## src/rtl/fsrs_pkg.sv

```systemverilog
/*
 * Constants shared by the flash resume and soft reset control block:
 * opcodes, status bit positions, register offsets and timing figures.
 * Assumes a 50 MHz system clock; times convert to cycles via ns_to_cyc.
 */
package fsrs_pkg;

	// ----------------------------------------------------------------
	// Serial opcodes
	// ----------------------------------------------------------------
	localparam logic [7:0] OP_RESUME_A = 8'h7a;
	localparam logic [7:0] OP_RESUME_B = 8'h30;
	localparam logic [7:0] OP_RESET_ARM = 8'h66;
	localparam logic [7:0] OP_RESET_EXEC = 8'h99;
	localparam logic [7:0] OP_READ_STATUS = 8'h05;
	localparam logic [7:0] OP_READ_SECURITY = 8'h2b;

	// ----------------------------------------------------------------
	// Bit positions of the serial status and security bytes
	// ----------------------------------------------------------------
	localparam int STS_WIP_BIT = 0;
	localparam int STS_WEL_BIT = 1;
	localparam int SEC_PSB_BIT = 2;
	localparam int SEC_ESB_BIT = 3;

	// ----------------------------------------------------------------
	// Bus register map (byte addresses) and event bits
	// ----------------------------------------------------------------
	localparam logic [3:0] REG_FLAGS = 4'h0;
	localparam logic [3:0] REG_EVENT = 4'h4;
	localparam logic [3:0] REG_MASK = 4'h8;
	localparam logic [3:0] REG_SECURITY = 4'hc;
	localparam int EV_W = 4;
	localparam logic [EV_W-1:0] EV_RESET_VAL = 4'h0;
	localparam int EV_RESUME = 0;
	localparam int EV_DONE = 1;
	localparam int EV_SRESET = 2;
	localparam int EV_ABORT = 3;

	// ----------------------------------------------------------------
	// Timing
	// ----------------------------------------------------------------
	localparam int CLK_MHZ = 50;
	localparam int T_SETTLE_NS = 2000;
	localparam int T_RCV_PROG_NS = 1200;
	localparam int T_RCV_OTHER_NS = 400;
	localparam int CNT_W = 16;

	// Least time in ns to whole cycles, rounded up, never below one
	function automatic int ns_to_cyc(input int ns);
		int c;
		c = (ns * CLK_MHZ + 999) / 1000;
		return (c < 1) ? 1 : c;
	endfunction : ns_to_cyc

	typedef enum logic [2:0] {
		ST_SETTLE = 3'b000,
		ST_IDLE = 3'b001,
		ST_RUN = 3'b010,
		ST_RECOVER = 3'b011
	} fsrs_state_t;

endpackage : fsrs_pkg

```

## src/rtl/fsrs_link_if.sv

```systemverilog
/*
 * Carrier between the serial front end and the command controller.
 * Assumes both ends run on the same system clock.
 */
`timescale 1ns/10ps
interface fsrs_link_if;
	logic fr_done;
	logic fr_ok;
	logic [7:0] fr_opcode;
	logic op_valid;
	logic tx_en;
	logic [7:0] tx_byte;

	modport rx (output fr_done, output fr_ok, output fr_opcode, output op_valid,
		input tx_en, input tx_byte);
	modport ctl (input fr_done, input fr_ok, input fr_opcode, input op_valid,
		output tx_en, output tx_byte);
endinterface : fsrs_link_if

```

## src/rtl/fsrs_link_rx.sv

```systemverilog
/*
 * Serial front end: samples chip select, serial clock and data in on the
 * system clock, collects the opcode byte and reports the end of each frame that carried one.
 * Assumes the serial clock is well below a quarter of the system clock.
 */
`timescale 1ns/10ps
module fsrs_link_rx (
	input wire logic i_clk,
	input wire logic i_rst,
	input wire logic i_cs_n,
	input wire logic i_sclk,
	input wire logic i_si,
	output logic o_so,
	output logic o_so_oe_n,
	fsrs_link_if.rx lnk
);
	import fsrs_pkg::*;

	// ----------------------------------------------------------------
	// Three-stage synchronisers; a change counts when stages 2 and 3 agree
	// ----------------------------------------------------------------
	logic [2:0] cs_s, ck_s, si_s;
	logic cs_f, ck_f, si_f;
	wire cs_new = (cs_s[1] == cs_s[2]) ? cs_s[2] : cs_f;
	wire ck_new = (ck_s[1] == ck_s[2]) ? ck_s[2] : ck_f;
	wire si_new = (si_s[1] == si_s[2]) ? si_s[2] : si_f;
	wire cs_fall = cs_f & ~cs_new;
	wire cs_rise = ~cs_f & cs_new;
	wire ck_rise = ~ck_f & ck_new & ~cs_f;
	wire ck_fall = ck_f & ~ck_new & ~cs_f;

	always_ff @(posedge i_clk or posedge i_rst) begin
		if (i_rst) begin
			cs_s <= 3'h7;
			ck_s <= 3'h0;
			si_s <= 3'h0;
			cs_f <= 1'b1;
			ck_f <= 1'b0;
			si_f <= 1'b0;
		end else begin
			cs_s <= {cs_s[1:0], i_cs_n};
			ck_s <= {ck_s[1:0], i_sclk};
			si_s <= {si_s[1:0], i_si};
			cs_f <= cs_new;
			ck_f <= ck_new;
			si_f <= si_new;
		end
	end

	// ----------------------------------------------------------------
	// Opcode capture and frame end report
	// ----------------------------------------------------------------
	logic [7:0] shreg;
	logic [2:0] bit_cnt;
	logic got_op;
	wire [7:0] next_shreg = {shreg[6:0], si_new};

	// Only the first byte after select is decoded; the rest is counted
	always_ff @(posedge i_clk or posedge i_rst) begin
		if (i_rst) begin
			shreg <= 8'h00;
			bit_cnt <= 3'h0;
			got_op <= 1'b0;
			lnk.fr_opcode <= 8'h00;
			lnk.fr_done <= 1'b0;
			lnk.fr_ok <= 1'b0;
		end else begin
			lnk.fr_done <= cs_rise & got_op;
			lnk.fr_ok <= (bit_cnt == 3'h0);
			if (cs_fall) begin
				bit_cnt <= 3'h0;
				got_op <= 1'b0;
			end else if (ck_rise) begin
				shreg <= next_shreg;
				bit_cnt <= bit_cnt + 3'h1;
				if (bit_cnt == 3'h7 && !got_op) begin
					got_op <= 1'b1;
					lnk.fr_opcode <= next_shreg;
				end
			end
		end
	end

	assign lnk.op_valid = got_op & ~cs_f;

	// Read data leaves on the falling serial edge so it is stable at the rise
	always_ff @(posedge i_clk or posedge i_rst) begin
		if (i_rst) begin
			o_so <= 1'b0;
			o_so_oe_n <= 1'b1;
		end else if (cs_rise || cs_fall) begin
			o_so_oe_n <= 1'b1;
		end else if (ck_fall && got_op && lnk.tx_en) begin
			o_so <= lnk.tx_byte[3'h7 - bit_cnt];
			o_so_oe_n <= 1'b0;
		end
	end

endmodule : fsrs_link_rx

```

## src/rtl/fsrs_ctrl.sv

```systemverilog
/*
 * Resume, two-step software reset and power-on control of a serial NOR
 * flash, with an Avalon-MM register slave and one level interrupt.
 * Assumes i_rst is the internal power-on reset and that program, erase and
 * suspend requests arrive as one-cycle pulses from the rest of the device.
 */
// The address map and the Avalon-MM register port were chosen for this implementation.
// Overview of operation
// - Resume restarts whichever program or erase is currently suspended.
// - Accepted resume sets write enable and busy, clears the matching suspend flag.
// - Resumed operation runs to completion unless suspended again or ended by software reset.
// - Completed software reset returns to standby with volatile state at defaults.
// - Reset execute acts only after a reset arm command.
// - Any other command between arm and execute cancels the arm.
// - Upper IO lines are ignored while arm and execute are received.
// - Software reset during program or erase aborts that operation.
// - Recovery after reset is longer when a program was interrupted.
// - After power-up the device is in standby with write enable cleared.
// - While power-on reset is held, logic is reset and commands ignored.
// - Arm and execute are accepted anytime during suspension, no latency wait.
// - Program and erase suspend flags are security bits 2 and 3.
`timescale 1ns/10ps
module fsrs_ctrl #(
	parameter int SETTLE_CYC = fsrs_pkg::ns_to_cyc(fsrs_pkg::T_SETTLE_NS),
	parameter int RCV_PROG_CYC = fsrs_pkg::ns_to_cyc(fsrs_pkg::T_RCV_PROG_NS),
	parameter int RCV_OTHER_CYC = fsrs_pkg::ns_to_cyc(fsrs_pkg::T_RCV_OTHER_NS)
) (
	input wire logic i_clk,
	input wire logic i_rst,
	input wire logic i_cs_n,
	input wire logic i_sclk,
	input wire logic i_sio0,
	input wire logic [2:0] i_upper_io_lines,
	output logic o_sio1,
	output logic o_sio1_oe_n,
	input wire logic i_wel_set,
	input wire logic i_prog_start,
	input wire logic i_erase_start,
	input wire logic i_suspend,
	input wire logic i_op_done,
	output logic o_op_run,
	output logic o_op_abort,
	output logic o_write_enable_latch,
	output logic o_write_in_progress,
	output logic o_program_suspend_flag,
	output logic o_erase_suspend_flag,
	input wire logic [3:0] i_avs_address,
	input wire logic i_avs_read,
	input wire logic i_avs_write,
	input wire logic [31:0] i_avs_writedata,
	output logic [31:0] o_avs_readdata,
	output logic o_avs_waitrequest,
	output logic o_irq
);
	import fsrs_pkg::*;

	fsrs_link_if lnk ();

	// The upper IO lines carry nothing this block needs
	wire unused_upper = ^i_upper_io_lines;

	fsrs_link_rx u_rx (
		.i_clk(i_clk),
		.i_rst(i_rst),
		.i_cs_n(i_cs_n),
		.i_sclk(i_sclk),
		.i_si(i_sio0),
		.o_so(o_sio1),
		.o_so_oe_n(o_sio1_oe_n),
		.lnk(lnk.rx)
	);

	// ----------------------------------------------------------------
	// State and flags
	// ----------------------------------------------------------------
	fsrs_state_t state;
	logic [CNT_W-1:0] cnt;
	logic write_enable_latch, program_suspend_flag, erase_suspend_flag, armed, run_erase, nested_prog;

	// ----------------------------------------------------------------
	// Command decode
	// ----------------------------------------------------------------
	wire frame_ok = lnk.fr_done & lnk.fr_ok;
	wire is_resume = (lnk.fr_opcode == OP_RESUME_A) || (lnk.fr_opcode == OP_RESUME_B);
	wire is_arm = lnk.fr_opcode == OP_RESET_ARM;
	wire is_exec = lnk.fr_opcode == OP_RESET_EXEC;
	wire live = (state == ST_IDLE) || (state == ST_RUN);
	wire resume_go = frame_ok & is_resume & (state == ST_IDLE) & (program_suspend_flag | erase_suspend_flag);
	wire sreset_go = frame_ok & is_exec & armed & live;
	wire busy_prog = (state == ST_RUN) & ~run_erase;
	wire [CNT_W-1:0] rcv_len = busy_prog ? CNT_W'(RCV_PROG_CYC) : CNT_W'(RCV_OTHER_CYC);
	wire op_done_go = (state == ST_RUN) & i_op_done;
	wire suspend_go = (state == ST_RUN) & i_suspend & ~nested_prog;
	wire abort_go = sreset_go & (state == ST_RUN);

	// Serial status and security bytes
	assign lnk.tx_byte = (lnk.fr_opcode == OP_READ_SECURITY) ?
		(8'(program_suspend_flag) << SEC_PSB_BIT) | (8'(erase_suspend_flag) << SEC_ESB_BIT) :
		(8'(write_enable_latch) << STS_WEL_BIT) | (8'(state != ST_IDLE) << STS_WIP_BIT);
	assign lnk.tx_en = lnk.op_valid & ((lnk.fr_opcode == OP_READ_STATUS) ||
		(lnk.fr_opcode == OP_READ_SECURITY));

	// ----------------------------------------------------------------
	// Main sequencer
	// ----------------------------------------------------------------
	always_ff @(posedge i_clk or posedge i_rst) begin
		if (i_rst) begin
			state <= ST_SETTLE;
			cnt <= CNT_W'(SETTLE_CYC);
			write_enable_latch <= 1'b0;
			program_suspend_flag <= 1'b0;
			erase_suspend_flag <= 1'b0;
			run_erase <= 1'b0;
			nested_prog <= 1'b0;
		end else if (sreset_go) begin
			// Whatever ran is dropped; data in flight may be damaged
			state <= ST_RECOVER;
			cnt <= rcv_len;
			write_enable_latch <= 1'b0;
			program_suspend_flag <= 1'b0;
			erase_suspend_flag <= 1'b0;
			run_erase <= 1'b0;
			nested_prog <= 1'b0;
		end else begin
			case (state)
				ST_SETTLE, ST_RECOVER: begin
					// Only status and security reads are served while this counts down
					if (cnt == CNT_W'(1)) begin
						state <= ST_IDLE;
					end
					cnt <= cnt - CNT_W'(1);
				end
				ST_IDLE: begin
					if (i_wel_set) begin
						write_enable_latch <= 1'b1;
					end
					if (resume_go) begin
						state <= ST_RUN;
						write_enable_latch <= 1'b1;
						run_erase <= erase_suspend_flag;
						erase_suspend_flag <= 1'b0;
						program_suspend_flag <= program_suspend_flag & erase_suspend_flag;
					end else if (i_erase_start && !program_suspend_flag && !erase_suspend_flag) begin
						state <= ST_RUN;
						run_erase <= 1'b1;
					end else if (i_prog_start && !program_suspend_flag) begin
						state <= ST_RUN;
						run_erase <= 1'b0;
						nested_prog <= erase_suspend_flag;
					end
				end
				ST_RUN: begin
					// Runs until done or suspended, or until a software reset ends it
					if (op_done_go) begin
						state <= ST_IDLE;
						write_enable_latch <= 1'b0;
						nested_prog <= 1'b0;
					end else if (suspend_go) begin
						state <= ST_IDLE;
						write_enable_latch <= 1'b0;
						program_suspend_flag <= ~run_erase;
						erase_suspend_flag <= run_erase;
					end
				end
				default: begin
					state <= ST_IDLE;
				end
			endcase
		end
	end

	// Arm latch: any other completed frame, broken or not, cancels it
	always_ff @(posedge i_clk or posedge i_rst) begin
		if (i_rst) begin
			armed <= 1'b0;
		end else if (lnk.fr_done) begin
			armed <= frame_ok & is_arm & live;
		end
	end

	assign o_op_run = state == ST_RUN;
	assign o_op_abort = abort_go;
	assign o_write_enable_latch = write_enable_latch;
	assign o_write_in_progress = state != ST_IDLE;
	assign o_program_suspend_flag = program_suspend_flag;
	assign o_erase_suspend_flag = erase_suspend_flag;

	// ----------------------------------------------------------------
	// Events, mask and interrupt
	// ----------------------------------------------------------------
	logic [EV_W-1:0] ev, mask;
	logic ack;
	wire [EV_W-1:0] ev_in = {abort_go, sreset_go, op_done_go, resume_go};
	wire wr_go = i_avs_write & ack;
	wire [EV_W-1:0] ev_clr = (wr_go && i_avs_address == REG_EVENT) ?
		i_avs_writedata[EV_W-1:0] : '0;

	// A new event wins over a clear in the same cycle
	always_ff @(posedge i_clk or posedge i_rst) begin
		if (i_rst) begin
			ev <= EV_RESET_VAL;
			mask <= EV_RESET_VAL;
		end else begin
			ev <= (ev & ~ev_clr) | ev_in;
			if (wr_go && i_avs_address == REG_MASK) begin
				mask <= i_avs_writedata[EV_W-1:0];
			end
		end
	end

	assign o_irq = |(ev & mask);

	// ----------------------------------------------------------------
	// Avalon-MM slave: one wait cycle for every access
	// ----------------------------------------------------------------
	wire [31:0] flags_word = {26'h0, run_erase, armed, erase_suspend_flag, program_suspend_flag, write_enable_latch, state != ST_IDLE};
	// Built from the flags, not the serial byte, which follows the last opcode
	wire [31:0] sec_word = (32'(program_suspend_flag) << SEC_PSB_BIT) | (32'(erase_suspend_flag) << SEC_ESB_BIT);
	wire [31:0] next_rdata =
		(i_avs_address == REG_FLAGS) ? flags_word :
		(i_avs_address == REG_EVENT) ? {28'h0, ev} :
		(i_avs_address == REG_MASK) ? {28'h0, mask} :
		(i_avs_address == REG_SECURITY) ? sec_word :
		32'h0;

	assign o_avs_waitrequest = (i_avs_read | i_avs_write) & ~ack;

	always_ff @(posedge i_clk or posedge i_rst) begin
		if (i_rst) begin
			ack <= 1'b0;
			o_avs_readdata <= 32'h0;
		end else begin
			ack <= (i_avs_read | i_avs_write) & ~ack;
			if (i_avs_read && !ack) begin
				o_avs_readdata <= next_rdata;
			end
		end
	end

	// ----------------------------------------------------------------
	// Checks
	// ----------------------------------------------------------------
	resume_sets_wel_a: assert property (@(posedge i_clk) disable iff (i_rst)
		resume_go |=> write_enable_latch && o_write_in_progress && !erase_suspend_flag && (state == ST_RUN))
		else $error("resume did not set write enable and busy");

	resume_only_susp_a: assert property (@(posedge i_clk) disable iff (i_rst)
		$rose(o_op_run) && $past(frame_ok) && $past(is_resume) && !$past(i_prog_start)
		&& !$past(i_erase_start) |->
		$past(program_suspend_flag) || $past(erase_suspend_flag))
		else $error("resume started nothing that was suspended");

	run_until_end_a: assert property (@(posedge i_clk) disable iff (i_rst)
		o_op_run && !i_op_done && !i_suspend && !sreset_go |=> o_op_run)
		else $error("operation stopped without done or suspend");

	exec_needs_arm_a: assert property (@(posedge i_clk) disable iff (i_rst)
		frame_ok && is_exec && !armed |=> state != ST_RECOVER || $past(state) == ST_RECOVER)
		else $error("reset executed without arm");

	other_disarms_a: assert property (@(posedge i_clk) disable iff (i_rst)
		lnk.fr_done && !(frame_ok && is_arm) |=> !armed)
		else $error("arm survived another command");

	reset_clears_a: assert property (@(posedge i_clk) disable iff (i_rst)
		sreset_go |=> !write_enable_latch && !program_suspend_flag && !erase_suspend_flag && state == ST_RECOVER)
		else $error("software reset left volatile state");

	abort_on_reset_a: assert property (@(posedge i_clk) disable iff (i_rst)
		sreset_go && o_op_run |-> o_op_abort ##1 !o_op_run)
		else $error("running operation not aborted");

	recov_length_a: assert property (@(posedge i_clk) disable iff (i_rst)
		sreset_go |=> cnt == ($past(busy_prog) ? CNT_W'(RCV_PROG_CYC) :
		CNT_W'(RCV_OTHER_CYC)))
		else $error("recovery length does not match last operation");

	busy_in_recov_a: assert property (@(posedge i_clk) disable iff (i_rst)
		(state == ST_SETTLE || state == ST_RECOVER) |-> o_write_in_progress && !resume_go
		&& !sreset_go)
		else $error("command taken during recovery");

	suspend_flags_a: assert property (@(posedge i_clk) disable iff (i_rst)
		lnk.tx_en && lnk.fr_opcode == OP_READ_SECURITY |->
		lnk.tx_byte[SEC_PSB_BIT] == program_suspend_flag && lnk.tx_byte[SEC_ESB_BIT] == erase_suspend_flag)
		else $error("security byte does not show suspend flags");

	irq_level_a: assert property (@(posedge i_clk) disable iff (i_rst)
		|(ev_in & mask) && !(wr_go && i_avs_address == REG_MASK) |=> o_irq)
		else $error("unmasked event did not raise interrupt");

endmodule : fsrs_ctrl

```

## config.mk

```make
export PLATFORM = sky130hd
export DESIGN_NAME = fsrs_ctrl
export DESIGN_NICKNAME = d
export VERILOG_FILES = /design/src/rtl/fsrs_pkg.sv /design/src/rtl/fsrs_link_if.sv /design/src/rtl/fsrs_link_rx.sv /design/src/rtl/fsrs_ctrl.sv
export SDC_FILE = /design/constraint.sdc
export NUM_CORES = 1
export LEC_CHECK = 0
export BUFFER_PORTS_ARGS = -buffer_cell sky130_fd_sc_hd__clkbuf_2
export CAP_MARGIN = 25
export CORE_ASPECT_RATIO = 0.75
export CORE_UTILIZATION = 50
export CTS_BUF_LIST = sky130_fd_sc_hd__clkbuf_4 sky130_fd_sc_hd__clkbuf_8
export CTS_CLUSTER_SIZE = 28
export DETAILED_ROUTE_END_ITERATION = 6
export GPL_TIMING_DRIVEN = 0
export PLACE_DENSITY = 0.79
export SYNTH_ARGS = -nofsm -noshare
export SYNTH_HDL_FRONTEND = slang
export SYNTH_SLANG_ARGS = --single-unit
export TNS_END_PERCENT = 30
```

## constraint.sdc

```tcl
create_clock -name i_clk -period 2.4 [get_ports i_clk]
set_clock_uncertainty 0.15 [all_clocks]
set_input_delay 0.48 -clock i_clk [delete_from_list [all_inputs] [get_ports i_clk]]
set_output_delay 0.48 -clock i_clk [all_outputs]
set_load 0.03 [all_outputs]
```

==> impl_metrics.csv <==
group,metric,value,unit
sta,final_hold_viol_count,0,
pwr,p_leak,0.00217,uW
worst_setup_path,critPathTopFamily,"simple AND/OR/NAND/NOR gates",
sta,fmax,415,MHz
drt,drt-pass1-iter-count,5,
yosys,synthesis.area,3780,sq um
drt,ant_nets,0,
sta,rsz0062_at_grt,"yes",
yosys,ys_ff_latch,74,
layout,fin_nets,495,
placement,globalplace.congestion,0.844,
placement,dp_hpwl,5.36,mm
hold_path,holdCritStartpoint,"i_cs_n",
sta,drv_slew,0,
pwr,p_sw,725,uW
global_routing,grt_pass1_wl,12.6,mm
global_routing,first_global_vias,2655,
yosys,synth-async-reset-ratio,100,%
pwr,swShare,27.1,%
layout,n_fill_cell,624,
worst_setup_path,cpPeakStageDelay,450,ps
worst_setup_path,cp_max_fo,2,
layout,postLayoutCoreUtil,61.6,%
yosys,synth_top_cell_area_share,43.7,%
pwr,pwr_density_cell,593,nW/um^2
sta,post-route-min-period,2410,ps
yosys,synth_edf_count,0,
hold_path,min_path_cells,1,
layout,n_antenna_cell,0,
hold_path,hold_path.class,"input pin to flop",
pwr,power_frac_comb,12.1,%
yosys,ys_types,56,
worst_setup_path,critPathCaptureType,"output port",
global_routing,grt_overflow_total,0,
floorplanning,rows,27,
cts,cts-root-buf,"clkbuf_8",
global_routing,antenna_found_initial,0,
cts,cts_inserted_buffers,9,
placement,io_buffers,35,
cts,h-tree-depth,3,
cts,cts.hold.buffers_added,0,
floorplanning,num_io_pins,93,
pwr,pwr-share-seq,52.5,%
worst_setup_path,ff2ff_path_depth,8,
yosys,ys_seq_area_share,49.3,%
cts,cts.sinks,74,
layout,drive_above_1_share,31.4,%
floorplanning,die_width,102,microns
worst_setup_path,r2r_setup_slack,120,ps
drt,vias,2834,
drt,viasPerCell,5.24,
pwr,irDropWorstVdd,0.000315,V
sta,setup_slack,-11.1,ps
worst_setup_path,crit_slowest_cell,"dfrtp_2",
cts,cts_tree,"yes",
cts,clock_latency,350,ps
worst_setup_path,reg2reg_to,"u_rx.lnk.fr_opcode[6]",
pwr,power_frac_clock,35.5,%
drt,wl,7.68,mm
flow_run,maxCapViolCount,0,
run_status,violations,"negative setup slack",
global_routing,grt_max_degree,44,
yosys,syn_inst,355,
sta,min_period_over_period,100,%
floorplanning,dieArea,7910,sq um
yosys,avgSynthCellArea,10.6,sq um
hold_path,min_to,"u_rx.cs_s[0]",
global_routing,grt_use_total,20.7,%
pwr,power.internal,1950,uW
sta,slew_headroom,49.9,%
drt,wire_per_inst,14.2,microns
floorplanning,core_region_area,7330,sq um
cts,clkTransAtPathRegs,80,ps
layout,final_common_cell,"dfrtp_1",
sta,setup_viol,1,
run_status,outcome,"complete, but fails checks",
cts,ctsLongestPathBuffers,2,
yosys,synth_top_cells_by_area,"dfrtp_1, mux2_2, dfstp_2, buf_4, nand2_1",
floorplanning,die_y,77.3,microns
layout,area_growth_syn_to_layout,19.5,%
yosys,synth_top_area_cell,"dfrtp_1",
worst_setup_path,cp-start-kind,"flop",
worst_setup_path,criticalPathCategory,"flop to output port",
worst_setup_path,r2r_start,"u_rx.cs_f",
worst_setup_path,crit_arrival,1780,ps
worst_setup_path,cp.required,1770,ps
floorplanning,start_util,51.5,%
worst_setup_path,worst-path-buf-inv,1,
yosys,yosys_warnings,0,
worst_setup_path,worstPathCellList,"nor4b_4, nand4_4, nand2b_4, nor2_4, clkbuf_8",
sta,worst_pin_slew,745,ps
layout,layout_common_cells,"dfrtp_1, nand2_1, buf_4",
drt,drc,0,
yosys,synth-main-ff-cell,"dfrtp_1",
placement,place_ws,-138,ps
drt,drt-initial-drc-count,183,
[power groups by stage]
| stage | Sequential (uW) | Clock (uW) | Combinational (uW) |
|---|---|---|---|
| finish | 1400 | 949 | 324 |
| global route | 1420 | 1020 | 360 |
| CTS | 1400 | 972 | 321 |
| floorplan | 1420 | 0 | 245 |
| detailed placement | 1430 | 0 | 320 |
| global placement | 1420 | 0 | 308 |
[cells in the mapped netlist (all sizes together) (2+ instances only)]
library cell and n:
and3b 3, o2111ai 2, o21ai 21, a22o 2, clkbuf 2, nand3 14
o211ai 2, o221ai 2, dfstp 8, xnor2 4, nand4 8, nor4bb 2
o311ai 3, mux2 20, inv 20, dfrtp 66, nor2 22, a21o 2
nor3 6, o31ai 3, o41ai 2, a31o 3, a21oi 6, nand2b 4
nor2b 4, mux2i 7, a22oi 6, nor3b 3, maj3 2, buf 30
nor4 5, and3 2, nor4b 5, a21boi 2, ha 9, nand2 39
[worst register-to-register path: stages (launching register included)]
cell	delay [ps]
dfstp_2	570
a21o_1	120
o21ai_0	110
ha_2	220
and2b_1	200
buf_6	130
and3b_1	180
buf_6	140
mux2_2	350
[what timing repair did]
item	in CTS	in global routing
endpoints found under the setup margin	6	14
resized for setup	11	5
setup buffers	6	2
pin swaps	3	1
[metrics by stage]
stage	power [uW]	cells	setup TNS, ps	area, sq um	hold slack, ps
after floorplan	1660	380	0	3870	181
after global placement	1730	516	-131	4180	184
after detailed placement	1750	517	-287	4200	185
after CTS	2700	539	0	4480	34.4
after global routing	2800	541	-61.3	4510	45.6
final	2680	541	-11.1	4510	56.3
[registers in the layout, summed over array words and instances, names as in the netlist, 4 cells and up]
signal / cells
cnt: 16
ev: 4
mask: 4
o_avs_readdata: 6
u_rx.lnk.fr_opcode: 8
u_rx.shreg: 7
[area by class of cell]
type	instances	area (sq um)	share of cell area, %
clock inverters	7	70.1	1.55
inverters	20	81.3	1.80
flip-flops and latches	74	1860	41.3
multi-input cells	254	1740	38.6
clock buffers	9	124	2.74
well taps	101	126	2.80
plain buffers	32	244	5.40
repair buffers	44	264	5.85
[routing by layer]
metal / wire length (microns) / global-route usage (%)
met1: 3590 / 29.3
met2: 3430 / 30.6
met3: 550 / 4.83
met4: 105 / 8.43
met5: 0 / 0
[worst max path at each step]
| stage | slack (ps) | to | startpoint | cells past startpoint |
|---|---|---|---|---|
| 2_1_floorplan | 90 | o_op_abort | u_rx.lnk.fr_opcode[1] | 4 |
| 3_3_place_gp | -130 | o_op_abort | u_rx.lnk.fr_opcode[1] | 5 |
| 3_5_place_dp | -140 | o_op_abort | u_rx.lnk.fr_opcode[1] | 5 |
| 4_1_cts | 20 | o_op_abort | u_rx.lnk.fr_opcode[6] | 5 |
| 5_1_grt | -60 | o_op_abort | u_rx.lnk.fr_opcode[1] | 5 |
| 6_report | -10 | o_op_abort | u_rx.lnk.fr_opcode[6] | 5 |
[logic make-up after synthesis]
kind of cell	count (synthesis)	synth area share, %
buffers and inverters	52	8.45
other	1	0.0993
AO/OA/AOI/OAI	62	11.5
XOR/XNOR	4	0.927
adder cells (fa/ha/maj)	11	3.51
AND/OR/NAND/NOR	124	18.4
multiplexers	27	7.82
flip-flops	74	49.3
Note: power is estimated with default switching activity, not from simulation.
